===== config.mk =====
export PLATFORM = sky130hd
export DESIGN_NAME = sra_status_regs
export DESIGN_NICKNAME = d
export VERILOG_FILES = /design/src/logic/sra_pkg.sv /design/src/logic/sra_status_regs.sv /design/src/logic/sra_nv_store.sv /design/src/logic/sra_spi_shift.sv
export SDC_FILE = /design/constraint.sdc
export NUM_CORES = 1
export LEC_CHECK = 0
export BUFFER_PORTS_ARGS = -buffer_cell sky130_fd_sc_hd__buf_4
export CORE_MARGIN = 5
export CORE_UTILIZATION = 35
export CTS_BUF_LIST = sky130_fd_sc_hd__clkbuf_16
export DETAILED_ROUTE_END_ITERATION = 10
export MAX_ROUTING_LAYER = met4
export PLACE_DENSITY_LB_ADDON = 0.08
export SETUP_SLACK_MARGIN = 0.1
export SYNTH_ARGS = -nofsm -noshare
export SYNTH_HDL_FRONTEND = slang
export SYNTH_SLANG_ARGS = --single-unit

===== constraint.sdc =====
create_clock -name mclk -period 3 [get_ports mclk]
set_clock_uncertainty 0.1 [all_clocks]
set_input_delay 0.6 -clock mclk [delete_from_list [all_inputs] [get_ports mclk]]
set_output_delay 0.6 -clock mclk [all_outputs]
set_load 0.01 [all_outputs]

===== src/logic/sra_pkg.sv =====
// Constants, types and field layout for the status register access block
// Notes on behaviour
// - All six status registers are reachable indirectly, only the first three by their own opcodes.
// - Read opcodes 05h, 35h and 15h return status registers one, two and three.
// - Write opcodes 01h, 31h and 11h load status registers one, two and three from the next byte.
// - Opcode 65h followed by an address byte returns the selected status register.
// - Opcode 71h followed by an address byte and a data byte updates the selected register.
// - Address values 01h to 06h select status registers one to six in order.
// - A write enabled by opcode 50h changes only the live registers, not the stored copy.
// - A write enabled by opcode 06h changes both the live registers and the stored copy.
// - After power-up every live register is loaded from its stored copy before commands run.
// - Bit 7 of register one is a protect control bit that joins a companion bit and the pin.
// - Bit 6 of register one picks the protect granule, 64 kB when 0 and 4 kB when 1.
// - Bit 5 of register one picks the protect direction, bottom up when 0 and top down when 1.
// - The indirect address is decoded over all 8 bits.
// - Status register writes are refused while no write enable is armed.
// - Live registers are cleared by reset while the stored copy survives it.
package sra_pkg;

   // Register file shape
   localparam int NUM_REGS    = 6;
   localparam int DIRECT_REGS = 3;
   localparam int BYTE_W      = 8;

   // Opcodes
   localparam logic [7:0] OP_RD_SR1 = 8'h05;
   localparam logic [7:0] OP_RD_SR2 = 8'h35;
   localparam logic [7:0] OP_RD_SR3 = 8'h15;
   localparam logic [7:0] OP_WR_SR1 = 8'h01;
   localparam logic [7:0] OP_WR_SR2 = 8'h31;
   localparam logic [7:0] OP_WR_SR3 = 8'h11;
   localparam logic [7:0] OP_RD_IND = 8'h65;
   localparam logic [7:0] OP_WR_IND = 8'h71;
   localparam logic [7:0] OP_WREN   = 8'h06;
   localparam logic [7:0] OP_VWREN  = 8'h50;

   // Indirect address range
   localparam logic [7:0] ADDR_FIRST = 8'h01;
   localparam logic [7:0] ADDR_LAST  = 8'h06;

   // Register one field positions
   localparam int BIT_PROT_LOW  = 7;
   localparam int BIT_GRANULE   = 6;
   localparam int BIT_DIRECTION = 5;
   localparam int BIT_BP_HI     = 4;
   localparam int BIT_BP_LO     = 2;
   localparam int BIT_WEL       = 1;
   localparam int BIT_BUSY      = 0;

   // Values
   localparam logic [7:0] SR1_RO_MASK = 8'h03;
   localparam logic [7:0] REG_RESET   = 8'h00;
   localparam logic [7:0] NV_DEFAULT  = 8'h00;
   localparam logic [7:0] UNMAPPED_RD = 8'h00;
   localparam logic       BUSY_VALUE  = 1'b0;

   typedef logic [2:0] sra_idx_t;

   typedef enum logic [2:0] {
      ST_LOAD,
      ST_CMD,
      ST_ADDR,
      ST_WDATA,
      ST_READ,
      ST_IGNORE
   } sra_state_t;

   typedef struct packed {
      logic cs_n;
      logic sck;
      logic si;
   } sra_spi_in_t;

   typedef struct packed {
      logic       status_protect_high;
      logic       status_protect_low;
      logic       wp_n;
      logic       protect_granule_select;
      logic       protect_direction;
      logic [2:0] block_protect_field;
      logic       status_hw_locked;
   } sra_prot_t;

endpackage


===== src/logic/sra_status_regs.sv =====
// Status register bank with direct and indirect serial access
`timescale 1ns/10ps
module sra_status_regs #(
   parameter int NUM_REGS = sra_pkg::NUM_REGS
) (
   // Clock and resets
   input  wire logic                 mclk,
   input  wire logic                 nrst,
   input  wire logic                 por_n,
   // Serial pins
   input  wire sra_pkg::sra_spi_in_t spi,
   output logic                      so,
   output logic                      so_oe,
   // Protection inputs
   input  wire logic                 wp_n,
   input  wire logic                 status_protect_high,
   // Status outputs
   output sra_pkg::sra_prot_t        prot,
   output logic                      write_enable_latch,
   output logic                      ready
);

   localparam int LOAD_MAX = 6;
   localparam sra_pkg::sra_idx_t LAST_IDX = sra_pkg::sra_idx_t'(NUM_REGS - 1);

   // Register state
   logic [NUM_REGS-1:0][7:0] sreg_ff;
   logic [NUM_REGS-1:0][7:0] view;
   sra_pkg::sra_state_t      st_ff;
   sra_pkg::sra_state_t      nxt_st;
   sra_pkg::sra_idx_t        load_idx_ff;
   sra_pkg::sra_idx_t        tgt_idx_ff;
   logic                     tgt_ok_ff;
   logic                     rd_mode_ff;
   logic                     wel_ff;
   logic                     vwe_ff;
   logic [7:0]               rd_data_ff;

   // Byte engine and store wires
   logic [7:0]               rx_byte;
   logic                     rx_valid;
   logic                     so_bit;
   logic [7:0]               nv_rd;

   // Decode wires
   logic                     in_cmd;
   logic                     in_addr;
   logic                     in_wdata;
   logic                     op_rd_dir;
   logic                     op_wr_dir;
   sra_pkg::sra_idx_t        op_dir_idx;
   logic                     addr_ok;
   sra_pkg::sra_idx_t        addr_idx;
   logic                     wen;
   logic                     wr_go;
   logic                     nv_wr;
   logic                     loading;
   logic [7:0]               rd_view;

   sra_spi_shift #(
      .BYTE_W (sra_pkg::BYTE_W)
   ) u_shift (
      .mclk     (mclk),
      .nrst     (nrst),
      .spi      (spi),
      .so_bit   (so_bit),
      .tx_byte  (rd_data_ff),
      .rx_byte  (rx_byte),
      .rx_valid (rx_valid)
   );

   sra_nv_store #(
      .NUM_REGS (NUM_REGS)
   ) u_nv (
      .mclk    (mclk),
      .por_n   (por_n),
      .wr_en   (nv_wr),
      .wr_idx  (tgt_idx_ff),
      .wr_data (rx_byte),
      .rd_idx  (load_idx_ff),
      .rd_data (nv_rd)
   );

   // Byte classification per state
   assign loading  = (st_ff == sra_pkg::ST_LOAD);
   assign in_cmd   = (st_ff == sra_pkg::ST_CMD) && rx_valid;
   assign in_addr  = (st_ff == sra_pkg::ST_ADDR) && rx_valid;
   assign in_wdata = (st_ff == sra_pkg::ST_WDATA) && rx_valid;

   // Direct opcodes only reach the first three registers
   assign op_rd_dir  = (rx_byte == sra_pkg::OP_RD_SR1) || (rx_byte == sra_pkg::OP_RD_SR2) ||
                       (rx_byte == sra_pkg::OP_RD_SR3);
   assign op_wr_dir  = (rx_byte == sra_pkg::OP_WR_SR1) || (rx_byte == sra_pkg::OP_WR_SR2) ||
                       (rx_byte == sra_pkg::OP_WR_SR3);
   assign op_dir_idx = ((rx_byte == sra_pkg::OP_RD_SR1) || (rx_byte == sra_pkg::OP_WR_SR1)) ?
                          3'h0 :
                       ((rx_byte == sra_pkg::OP_RD_SR2) || (rx_byte == sra_pkg::OP_WR_SR2)) ?
                          3'h1 : 3'h2;

   // Full 8-bit compare, so e.g. 81h never aliases onto register one
   assign addr_ok  = (rx_byte >= sra_pkg::ADDR_FIRST) && (rx_byte <= sra_pkg::ADDR_LAST);
   assign addr_idx = sra_pkg::sra_idx_t'(rx_byte - sra_pkg::ADDR_FIRST);

   // Write gating; the volatile enable does not raise the latch
   assign wen   = wel_ff | vwe_ff;
   assign wr_go = in_wdata && wen && tgt_ok_ff;
   assign nv_wr = wr_go && wel_ff;

   // State sequencing; chip select high returns to opcode phase in every state but copy-in
   always_comb begin
      nxt_st = st_ff;
      if (loading) begin
         if (load_idx_ff == LAST_IDX) begin
            nxt_st = sra_pkg::ST_CMD;
         end
      end else if (spi.cs_n) begin
         nxt_st = sra_pkg::ST_CMD;
      end else if (rx_valid) begin
         unique case (st_ff)
            sra_pkg::ST_CMD: begin
               if (op_rd_dir) begin
                  nxt_st = sra_pkg::ST_READ;
               end else if (op_wr_dir) begin
                  nxt_st = sra_pkg::ST_WDATA;
               end else if ((rx_byte == sra_pkg::OP_RD_IND) ||
                            (rx_byte == sra_pkg::OP_WR_IND)) begin
                  nxt_st = sra_pkg::ST_ADDR;
               end else begin
                  nxt_st = sra_pkg::ST_IGNORE;
               end
            end
            sra_pkg::ST_ADDR: begin
               nxt_st = rd_mode_ff ? sra_pkg::ST_READ : sra_pkg::ST_WDATA;
            end
            sra_pkg::ST_WDATA: begin
               nxt_st = sra_pkg::ST_IGNORE;
            end
            sra_pkg::ST_READ: begin
               nxt_st = sra_pkg::ST_READ;
            end
            sra_pkg::ST_IGNORE: begin
               nxt_st = sra_pkg::ST_IGNORE;
            end
            sra_pkg::ST_LOAD: begin
               nxt_st = sra_pkg::ST_LOAD;
            end
         endcase
      end
   end

   // Reset restarts the copy-in from the stored set
   always_ff @(posedge mclk) begin
      if (!nrst) begin
         st_ff       <= sra_pkg::ST_LOAD;
         load_idx_ff <= '0;
      end else begin
         st_ff <= nxt_st;
         if (loading) begin
            load_idx_ff <= load_idx_ff + 3'h1;
         end
      end
   end

   // Target register and access direction
   always_ff @(posedge mclk) begin
      if (!nrst) begin
         tgt_idx_ff <= '0;
         tgt_ok_ff  <= 1'b0;
         rd_mode_ff <= 1'b0;
      end else if (in_cmd) begin
         tgt_idx_ff <= op_dir_idx;
         tgt_ok_ff  <= op_rd_dir | op_wr_dir;
         rd_mode_ff <= (rx_byte == sra_pkg::OP_RD_IND);
      end else if (in_addr) begin
         tgt_idx_ff <= addr_idx;
         tgt_ok_ff  <= addr_ok;
      end
   end

   // Enables: armed by their opcodes, spent by the data byte of a write
   always_ff @(posedge mclk) begin
      if (!nrst) begin
         wel_ff <= 1'b0;
         vwe_ff <= 1'b0;
      end else if (in_cmd && (rx_byte == sra_pkg::OP_WREN)) begin
         wel_ff <= 1'b1;
      end else if (in_cmd && (rx_byte == sra_pkg::OP_VWREN)) begin
         vwe_ff <= 1'b1;
      end else if (in_wdata && wen) begin
         wel_ff <= 1'b0;
         vwe_ff <= 1'b0;
      end
   end

   // Live registers: copy-in first, then writes; reset clears them
   for (genvar g = 0; g < NUM_REGS; g++) begin : g_sreg
      localparam logic [7:0] KEEP = (g == 0) ? ~sra_pkg::SR1_RO_MASK : 8'hFF;
      always_ff @(posedge mclk) begin
         if (!nrst) begin
            sreg_ff[g] <= sra_pkg::REG_RESET;
         end else if (loading && (int'(load_idx_ff) == g)) begin
            sreg_ff[g] <= nv_rd & KEEP;
         end else if (wr_go && (int'(tgt_idx_ff) == g)) begin
            sreg_ff[g] <= rx_byte & KEEP;
         end
      end
      if (g == 0) begin : g_view_one
         assign view[g] = {sreg_ff[g][7:2], wel_ff, sra_pkg::BUSY_VALUE};
      end else begin : g_view_rest
         assign view[g] = sreg_ff[g];
      end
   end

   // Read value refreshed every cycle, so a held read keeps polling
   assign rd_view = tgt_ok_ff ? view[tgt_idx_ff] : sra_pkg::UNMAPPED_RD;

   always_ff @(posedge mclk) begin
      if (!nrst) begin
         rd_data_ff <= sra_pkg::UNMAPPED_RD;
      end else begin
         rd_data_ff <= rd_view;
      end
   end

   // Output drives only while a read is under way
   assign so    = so_bit;
   assign so_oe = (st_ff == sra_pkg::ST_READ) && !spi.cs_n;
   assign ready = !loading;
   assign write_enable_latch = wel_ff;

   // Protection fields from register one and the protect inputs
   assign prot.status_protect_high    = status_protect_high;
   assign prot.status_protect_low     = sreg_ff[0][sra_pkg::BIT_PROT_LOW];
   assign prot.wp_n                   = wp_n;
   assign prot.protect_granule_select = sreg_ff[0][sra_pkg::BIT_GRANULE];
   assign prot.protect_direction      = sreg_ff[0][sra_pkg::BIT_DIRECTION];
   assign prot.block_protect_field    = sreg_ff[0][sra_pkg::BIT_BP_HI:sra_pkg::BIT_BP_LO];
   // Pin only counts with low bit set and high bit clear
   assign prot.status_hw_locked       = sreg_ff[0][sra_pkg::BIT_PROT_LOW] &
                                        ~status_protect_high & ~wp_n;
endmodule


===== src/logic/sra_nv_store.sv =====
// Nonvolatile copy of the status registers, kept across device reset
`timescale 1ns/10ps
module sra_nv_store #(
   parameter int NUM_REGS = sra_pkg::NUM_REGS
) (
   // Clock and power-on clear
   input  wire logic               mclk,
   input  wire logic               por_n,
   // Write port
   input  wire logic               wr_en,
   input  wire sra_pkg::sra_idx_t  wr_idx,
   input  wire logic [7:0]         wr_data,
   // Read port
   input  wire sra_pkg::sra_idx_t  rd_idx,
   output logic [7:0]              rd_data
);

   logic [NUM_REGS-1:0][7:0] nv_ff;

   // Only power-on clears the copy; device reset leaves it alone
   always_ff @(posedge mclk) begin
      if (!por_n) begin
         nv_ff <= {NUM_REGS{sra_pkg::NV_DEFAULT}};
      end else if (wr_en) begin
         nv_ff[wr_idx] <= wr_data;
      end
   end

   // Out-of-range read index gives the default value
   assign rd_data = (int'(rd_idx) < NUM_REGS) ? nv_ff[rd_idx] : sra_pkg::NV_DEFAULT;

endmodule


===== src/logic/sra_spi_shift.sv =====
// Serial byte engine: shifts bytes in on sck rise and out on sck fall
`timescale 1ns/10ps
module sra_spi_shift #(
   parameter int BYTE_W = sra_pkg::BYTE_W
) (
   // Clock and reset
   input  wire logic               mclk,
   input  wire logic               nrst,
   // Serial pins
   input  wire sra_pkg::sra_spi_in_t spi,
   output logic                    so_bit,
   // Byte side
   input  wire logic [BYTE_W-1:0]  tx_byte,
   output logic [BYTE_W-1:0]       rx_byte,
   output logic                    rx_valid
);

   localparam int CNT_W = $clog2(BYTE_W);
   localparam logic [CNT_W-1:0] CNT_LAST = CNT_W'(BYTE_W - 1);

   logic              sck_d_ff;
   logic [CNT_W-1:0]  cnt_ff;
   logic [BYTE_W-2:0] sh_ff;
   logic [BYTE_W-1:0] rx_ff;
   logic              rx_valid_ff;
   logic              load_ff;
   logic [BYTE_W-1:0] tx_ff;
   logic              rise;
   logic              fall;

   // Pins are synchronous, so plain edge detection on sck is enough
   assign rise = spi.sck & ~sck_d_ff & ~spi.cs_n;
   assign fall = ~spi.sck & sck_d_ff & ~spi.cs_n;

   always_ff @(posedge mclk) begin
      if (!nrst) begin
         sck_d_ff <= 1'b0;
      end else begin
         sck_d_ff <= spi.sck;
      end
   end

   // Receive side; chip select high restarts byte framing
   always_ff @(posedge mclk) begin
      if (!nrst || spi.cs_n) begin
         cnt_ff      <= '0;
         sh_ff       <= '0;
         rx_valid_ff <= 1'b0;
      end else begin
         rx_valid_ff <= rise && (cnt_ff == CNT_LAST);
         if (rise) begin
            cnt_ff <= cnt_ff + CNT_W'(1);
            sh_ff  <= {sh_ff[BYTE_W-3:0], spi.si};
         end
      end
   end

   always_ff @(posedge mclk) begin
      if (!nrst) begin
         rx_ff <= '0;
      end else if (rise && (cnt_ff == CNT_LAST)) begin
         rx_ff <= {sh_ff, spi.si};
      end
   end

   // Transmit side: new byte taken on the first fall after a byte ends
   always_ff @(posedge mclk) begin
      if (!nrst || spi.cs_n) begin
         load_ff <= 1'b0;
         tx_ff   <= '0;
      end else if (rise && (cnt_ff == CNT_LAST)) begin
         load_ff <= 1'b1;
      end else if (fall) begin
         load_ff <= 1'b0;
         tx_ff   <= load_ff ? tx_byte : {tx_ff[BYTE_W-2:0], 1'b0};
      end
   end

   assign rx_byte  = rx_ff;
   assign rx_valid = rx_valid_ff;
   assign so_bit   = tx_ff[BYTE_W-1];

endmodule


After elaboration in Yosys (flattened, before gate mapping)

Index checks and enable logic that the tools add are counted.

Multiply operators: 0
Multiplexer cells: 42
Shift operators: 0
Equality and inequality tests: 29
$lt $le $gt $ge: 6
Divide/modulo/power cells: 0
Bitwise operators: 15
Add/subtract/negate cells: 3
Reduce and logical (&&, ||, !) cells: 55

Operator list:

| operator                                                                            | number |
|---|---|
| 8-bit two-way mux                                                                   | 17 |
| 8-bit binary-select mux with 3-bit select                                           | 2 |
| 48-bit bitwise mux                                                                  | 1 |
| 3-bit equality test, second input constant                                          | 12 |
| 3-bit two-way mux                                                                   | 10 |
| 8-bit demux with 3-bit select                                                       | 1 |
| 8-bit by 7-bit equality test with 1-bit output, second input constant               | 3 |
| 1-bit logical AND                                                                   | 24 |
| 2-bit nonzero test                                                                  | 10 |
| 8-bit by 3-bit equality test with 1-bit output, second input constant               | 2 |
| 8-bit by 5-bit equality test with 1-bit output, second input constant               | 2 |
| 8-bit by 6-bit equality test with 1-bit output, second input constant               | 2 |
| 3-bit by 2-bit equality test with 1-bit output, second input constant               | 4 |
| 3-bit one-hot mux with 4 select lines                                               | 1 |
| 2-bit AND reduction                                                                 | 5 |
| 3-bit zero test                                                                     | 3 |
| 8-bit by 1-bit equality test with 1-bit output, second input constant               | 1 |
| 8-bit by 1-bit greater-or-equal comparator with 1-bit output, second input constant | 1 |
| 8-bit by 3-bit less-or-equal comparator with 1-bit output, second input constant    | 1 |
| 1-bit logical OR                                                                    | 8 |
| 3-bit by 4-bit < comparator with 1-bit output, second input constant                | 2 |
| 1-bit two-way mux                                                                   | 8 |
| 1-bit NOT                                                                           | 7 |
| 3-bit by 1-bit adder with 3-bit output, second input constant                       | 2 |
| other kinds (12)                                                                    | 21 |

Bits in latches: 0
Bits in read-only memories: 0
Bits in registers: 144
RAM bits: 0
Bits of input ports: 8
Memories: 0

Logic depth before layout (Yosys ltp)

Depth in word-level cells: 9
Depth in mapped cells: 8

By module

A second synthesis with hierarchy kept.

Cells, all modules: 804
Area total of the unflattened synthesis: 7229.4 um2

By module, submodules not included:

| module          | instances | sequential area each (um2) | cells an instance | area each (um2) |
|---|---|---|---|---|
| sra_status_regs | 1         | 1341.3                     | 437               | 3794.9 |
| sra_nv_store    | 1         | 960.9                      | 239               | 2234.6 |
| sra_spi_shift   | 1         | 580.6                      | 128               | 1199.9 |

Worst setup path before layout

No wires, ideal clock.

Path type: register to register
Start point: reg load_idx_ff[1]
End point: reg sreg_ff[9] (netlist name)
Cell stages (with the launch flop): 9
Data required time: 2.778 ns
Slack: 0.923 ns
Clock period less this slack: 2.077 ns
Data arrival time: 1.856 ns
Cells stage by stage: dfxtp_1 buf_2 buf_2 inv_1 ha_1 buf_1 nand3_1 nor2_1 a221o_1

Word-level cells in the longest chain between the ends: 4

Ends and longest elaborated chain:

| element                                   | RTL line               | source |
|---|---|---|
| start, declared                           | sra_status_regs.sv:31  | `sra_pkg::sra_idx_t load_idx_ff;` |
| start signal, assigned                    | sra_status_regs.sv:159 | `load_idx_ff <= load_idx_ff + 3'h1;` |
| 8-bit binary-select mux with 3-bit select | sra_nv_store.sv:30     | `assign rd_data = (int'(rd_idx) < NUM_REGS) ? nv_ff[rd_idx] : sra_pkg::NV_DEFAULT;` |
| 8-bit two-way mux (implied by the code)   | sra_nv_store.sv:30     |  |
| 8-bit two-way mux                         | sra_nv_store.sv:30     |  |
| 8-bit two-way mux                         | sra_status_regs.sv:201 | `end else if (loading && (int'(load_idx_ff) == g)) begin` |
| end signal, assigned by index             | sra_status_regs.sv:200 | `sreg_ff[g] <= sra_pkg::REG_RESET;` |
| end signal, assigned by index             | sra_status_regs.sv:202 | `sreg_ff[g] <= nv_rd & KEEP;` |
| end signal, assigned by index             | sra_status_regs.sv:204 | `sreg_ff[g] <= rx_byte & KEEP;` |
| end, declared                             | sra_status_regs.sv:27  | `logic [NUM_REGS-1:0][7:0] sreg_ff;` |

Several ways; a longest one is shown, not always the timed one. The select of a mux whose other input is x is not followed.
A chain may end at the register's enable or synchronous reset.

Worst setup path after layout

Start point: reg st_ff[0]
End point: out ready

Word-level cells in the longest chain between the ends: 2

Ends and longest elaborated chain:

| element                | RTL line               | source |
|---|---|---|
| start, declared        | sra_status_regs.sv:29  | `sra_pkg::sra_state_t st_ff;` |
| start signal, assigned | sra_status_regs.sv:154 | `st_ff <= sra_pkg::ST_LOAD;` |
| start signal, assigned | sra_status_regs.sv:157 | `st_ff <= nxt_st;` |
| 3-bit zero test        | sra_status_regs.sv:85  | `assign loading = (st_ff == sra_pkg::ST_LOAD);` |
| 1-bit zero test        | sra_status_regs.sv:228 | `assign ready = !loading;` |
| end, declared          | sra_status_regs.sv:20  | `output logic ready` |

No other way between the ends.

==> impl_metrics.env <==
export IMPL_p_int_w=0.00332
export IMPL_seq_area_frac_synth_pct=41.2
export IMPL_cp_slowest_stage_delay_ps=380
export IMPL_grt_pass1_vias=5361
export IMPL_cts_resized=0
export IMPL_detail_route_vias_per_cell=5.46
export IMPL_reg2reg_depth=4
export IMPL_ir_drop_v=0.000355
export IMPL_power_density_nw_per_um2=598
export IMPL_place_hpwl_mm=14.2
export IMPL_antenna_found_initial=0
export IMPL_max_cap_viol_count=0
export IMPL_setup_tns_ps=0
export IMPL_critPathLaunchType="register"
export IMPL_cts_root_buffer="clkbuf_16"
export IMPL_worst_pin_slew_ps=889
export IMPL_final_common_cell="dfxtp_1"
export IMPL_dieWidth_um=151
export IMPL_syn2layout_area_growth_pct=13.3
export IMPL_boundaryPins=21
export IMPL_async_flop_share_pct=0
export IMPL_htree_num_levels=4
export IMPL_slew_violations=0
export IMPL_power_switching_w=0.00143
export IMPL_min_from="spi[0]"
export IMPL_cts_buffers_inserted=17
export IMPL_num_vias=5579
export IMPL_post_drt_wl_per_cell_um=20.3
export IMPL_synth_seq_cells=144
export IMPL_grt_pass1_wl_mm=32.1
export IMPL_cts_num_sinks=144
export IMPL_min_to="u_shift.rx_byte[0]$_SDFFE_PN0P_"
export IMPL_synth_edf_count=0
export IMPL_rsz0062_at_grt="no"
export IMPL_synth_area_leaders="dfxtp_1, mux2i_1, nand2_1"
export IMPL_crit_top_cell="buf_4"
export IMPL_synth_top_area_share_pct=41.2
export IMPL_fin_crit_ps=2450
export IMPL_worstHoldPathCells=3
export IMPL_crit_path_cell_trace="buf_4 -> nor3_2 -> buf_4 -> inv_1 -> buf_4"
export IMPL_syn_nets=756
export IMPL_clk_latency_ps=430
export IMPL_ant_nets=0
export IMPL_cts_hold_buf=0
export IMPL_die_area_um2=22900
export IMPL_fmax_mhz=407
export IMPL_end_kind="output pin"
export IMPL_grt_overflow=0
export IMPL_cp_slowest_cell="dfxtp_1"
export IMPL_dr_pass1_iters=7
export IMPL_power_leakage_nw=2.69
export IMPL_hold_viol_final=0
export IMPL_grt_max_degree=57
export IMPL_final_area_um2=7930
export IMPL_grt_use_total_pct=19.3
export IMPL_yosys_area_top_type="dfxtp_1"
export IMPL_switching_share_pct=30.1
export IMPL_critPathLaunch="st_ff[0]$_SDFFE_PN0P_"
export IMPL_crit_buf_inv=4
export IMPL_placed_cell_area_um2=7400
export IMPL_fin_nets=761
export IMPL_slew_headroom_pct=40.7
export IMPL_p_clk_share_pct=41.3
export IMPL_outcome="finished, final reports clean"
export IMPL_drc=0
export IMPL_crit_required_ps=2300
export IMPL_fin_crit_sh_pct=81.8
export IMPL_cp_arrival_ps=1750
export IMPL_rows=51
export IMPL_start_util_pct=35.7
export IMPL_reg2reg_slack_ps=630
export IMPL_p_comb_share_pct=15.4
export IMPL_yosysWarnings=0
export IMPL_syn_area_um2=7000
export IMPL_cts_tree="built"
export IMPL_ys_flop_type="dfxtp_1"
export IMPL_layout_common_cells="dfxtp_1, nand2_1, mux2i_1"
export IMPL_core_area_um2=19600
export IMPL_synth_cell_type_count=64
export IMPL_finalWirelength_mm=20.7
export IMPL_pwr_share_seq_pct=43.3
export IMPL_crit_fanout=25
export IMPL_diodes=0
export IMPL_setup_viol=0
export IMPL_synth_area_per_cell_um2=9.48
export IMPL_drive_above_1_share_pct=16.7
export IMPL_regToRegStartpoint="st_ff[2]$_SDFFE_PN0P_"
export IMPL_io_buffers=20
export IMPL_post_cts_setup_buffer_count=0
export IMPL_cts_buffer_depth=2
export IMPL_drtIter0Drc=434
export IMPL_crit_type="reg2out"
export IMPL_min_delay_path_class="in2reg"
export IMPL_crit_family="buffers and inverters"
export IMPL_syn_inst=738
export IMPL_gp_congestion=0.886
export IMPL_n_fill_cell=1965
export IMPL_clkTransAtPathRegs_ps=60
export IMPL_die_y_um=151
export IMPL_reg2reg_to="prot[5]$_SDFFE_PN0P_"
==> stage by stage <==
stage               setup WS, ps  util (%)  cells  hold WS (ps)  total power, W
floorplan                    923         -    738           331         0.00259
global placement             584      37.8    989           341         0.00281
detailed placement           523      37.8    989           345         0.00283
CTS                          537      40.5   1021           332         0.00478
global route                 410      40.5   1021           335         0.00494
finish                       545      40.5   1021           343         0.00474
==> synthesized netlist by cell type, types with 10 or more instances <==
| cell type | instances |
|---|---|
| nand2_1 | 104 |
| clkbuf_1 | 37 |
| a21oi_1 | 42 |
| ha_1 | 10 |
| mux2_2 | 17 |
| mux2i_1 | 101 |
| o21ai_0 | 11 |
| a41o_1 | 13 |
| buf_4 | 10 |
| a211oi_1 | 10 |
| a221o_1 | 23 |
| dfxtp_1 | 144 |
| nor2_1 | 71 |
==> area by class of cell <==
cell class | count | area (um2) | area share, %
Multi-Input combinational cell | 524 | 3790 | 47.8
Sequential cell | 144 | 2880 | 36.3
Clock buffer | 17 | 425 | 5.36
Timing Repair Buffer | 47 | 353 | 4.45
Tap cell | 265 | 332 | 4.18
Clock inverter | 15 | 110 | 1.39
Inverter | 9 | 33.8 | 0.426
==> worst max path at each step <==
| stage | slack (ps) | end | depth (start not counted) |
|---|---|---|---|
| 6_report | 550 | ready | 5 |
| 5_1_grt | 410 | prot[4]$_SDFFE_PN0P_ | 4 |
| 4_1_cts | 540 | ready | 5 |
| 3_5_place_dp | 520 | prot[5]$_SDFFE_PN0P_ | 5 |
| 3_3_place_gp | 580 | prot[4]$_SDFFE_PN0P_ | 5 |
| 2_1_floorplan | 920 | sreg_ff[9]$_SDFFE_PN0P_ | 8 |
==> layer usage <==
| metal | track usage [%] | part of all wire, % | vias to the layer above |
|---|---|---|---|
| met4 | 6.21 | 2.2 | 0 |
| met2 | 27.9 | 44 | 167 |
| met3 | 4.01 | 5.0 | 38 |
| met5 | - | 0 | - |
| met1 | 26.9 | 49 | 2682 |
| li1 | - | - | 2692 |
==> power groups by stage <==
stage / Sequential [W] / Clock [W] / Combinational (W)
after global routing: 0.00207 / 0.00209 / 0.000793
after detailed placement: 0.00210 / 0 / 0.000728
final: 0.00206 / 0.00196 / 0.000729
after floorplan: 0.00205 / 0 / 0.000536
after CTS: 0.00205 / 0.00200 / 0.000728
after global placement: 0.00210 / 0 / 0.000717
==> worst min-delay path, stage by stage <==
cell	delay, ps
buf_4	120
nand2_1	50
a21oi_1	50
==> sequential cells by signal (all words and copies together), names as in the netlist <==
signal	count
u_nv.nv_ff	48
sreg_ff	40
rd_data_ff	8
u_shift.rx_byte	8
u_shift.tx_ff	8
u_shift.sh_ff	7
prot	6
load_idx_ff	3
st_ff	3
tgt_idx_ff	3
u_shift.cnt_ff	3
rd_mode_ff	1
tgt_ok_ff	1
u_shift.load_ff	1
u_shift.rx_valid	1
u_shift.sck_d_ff	1
vwe_ff	1
write_enable_latch	1
==> cell families after synthesis <==
| kind of cell | share of synthesized area (%) |
|---|---|
| AO/OA/AOI/OAI | 15.3 |
| XOR/XNOR | 0.626 |
| adder cells (fa/ha/maj) | 1.79 |
| buffers and inverters | 4.67 |
| flip-flops | 41.2 |
| multiplexers | 20.1 |
| AND/OR/NAND/NOR | 16.4 |
No activity file was read; power rests on OpenSTA's default activity.
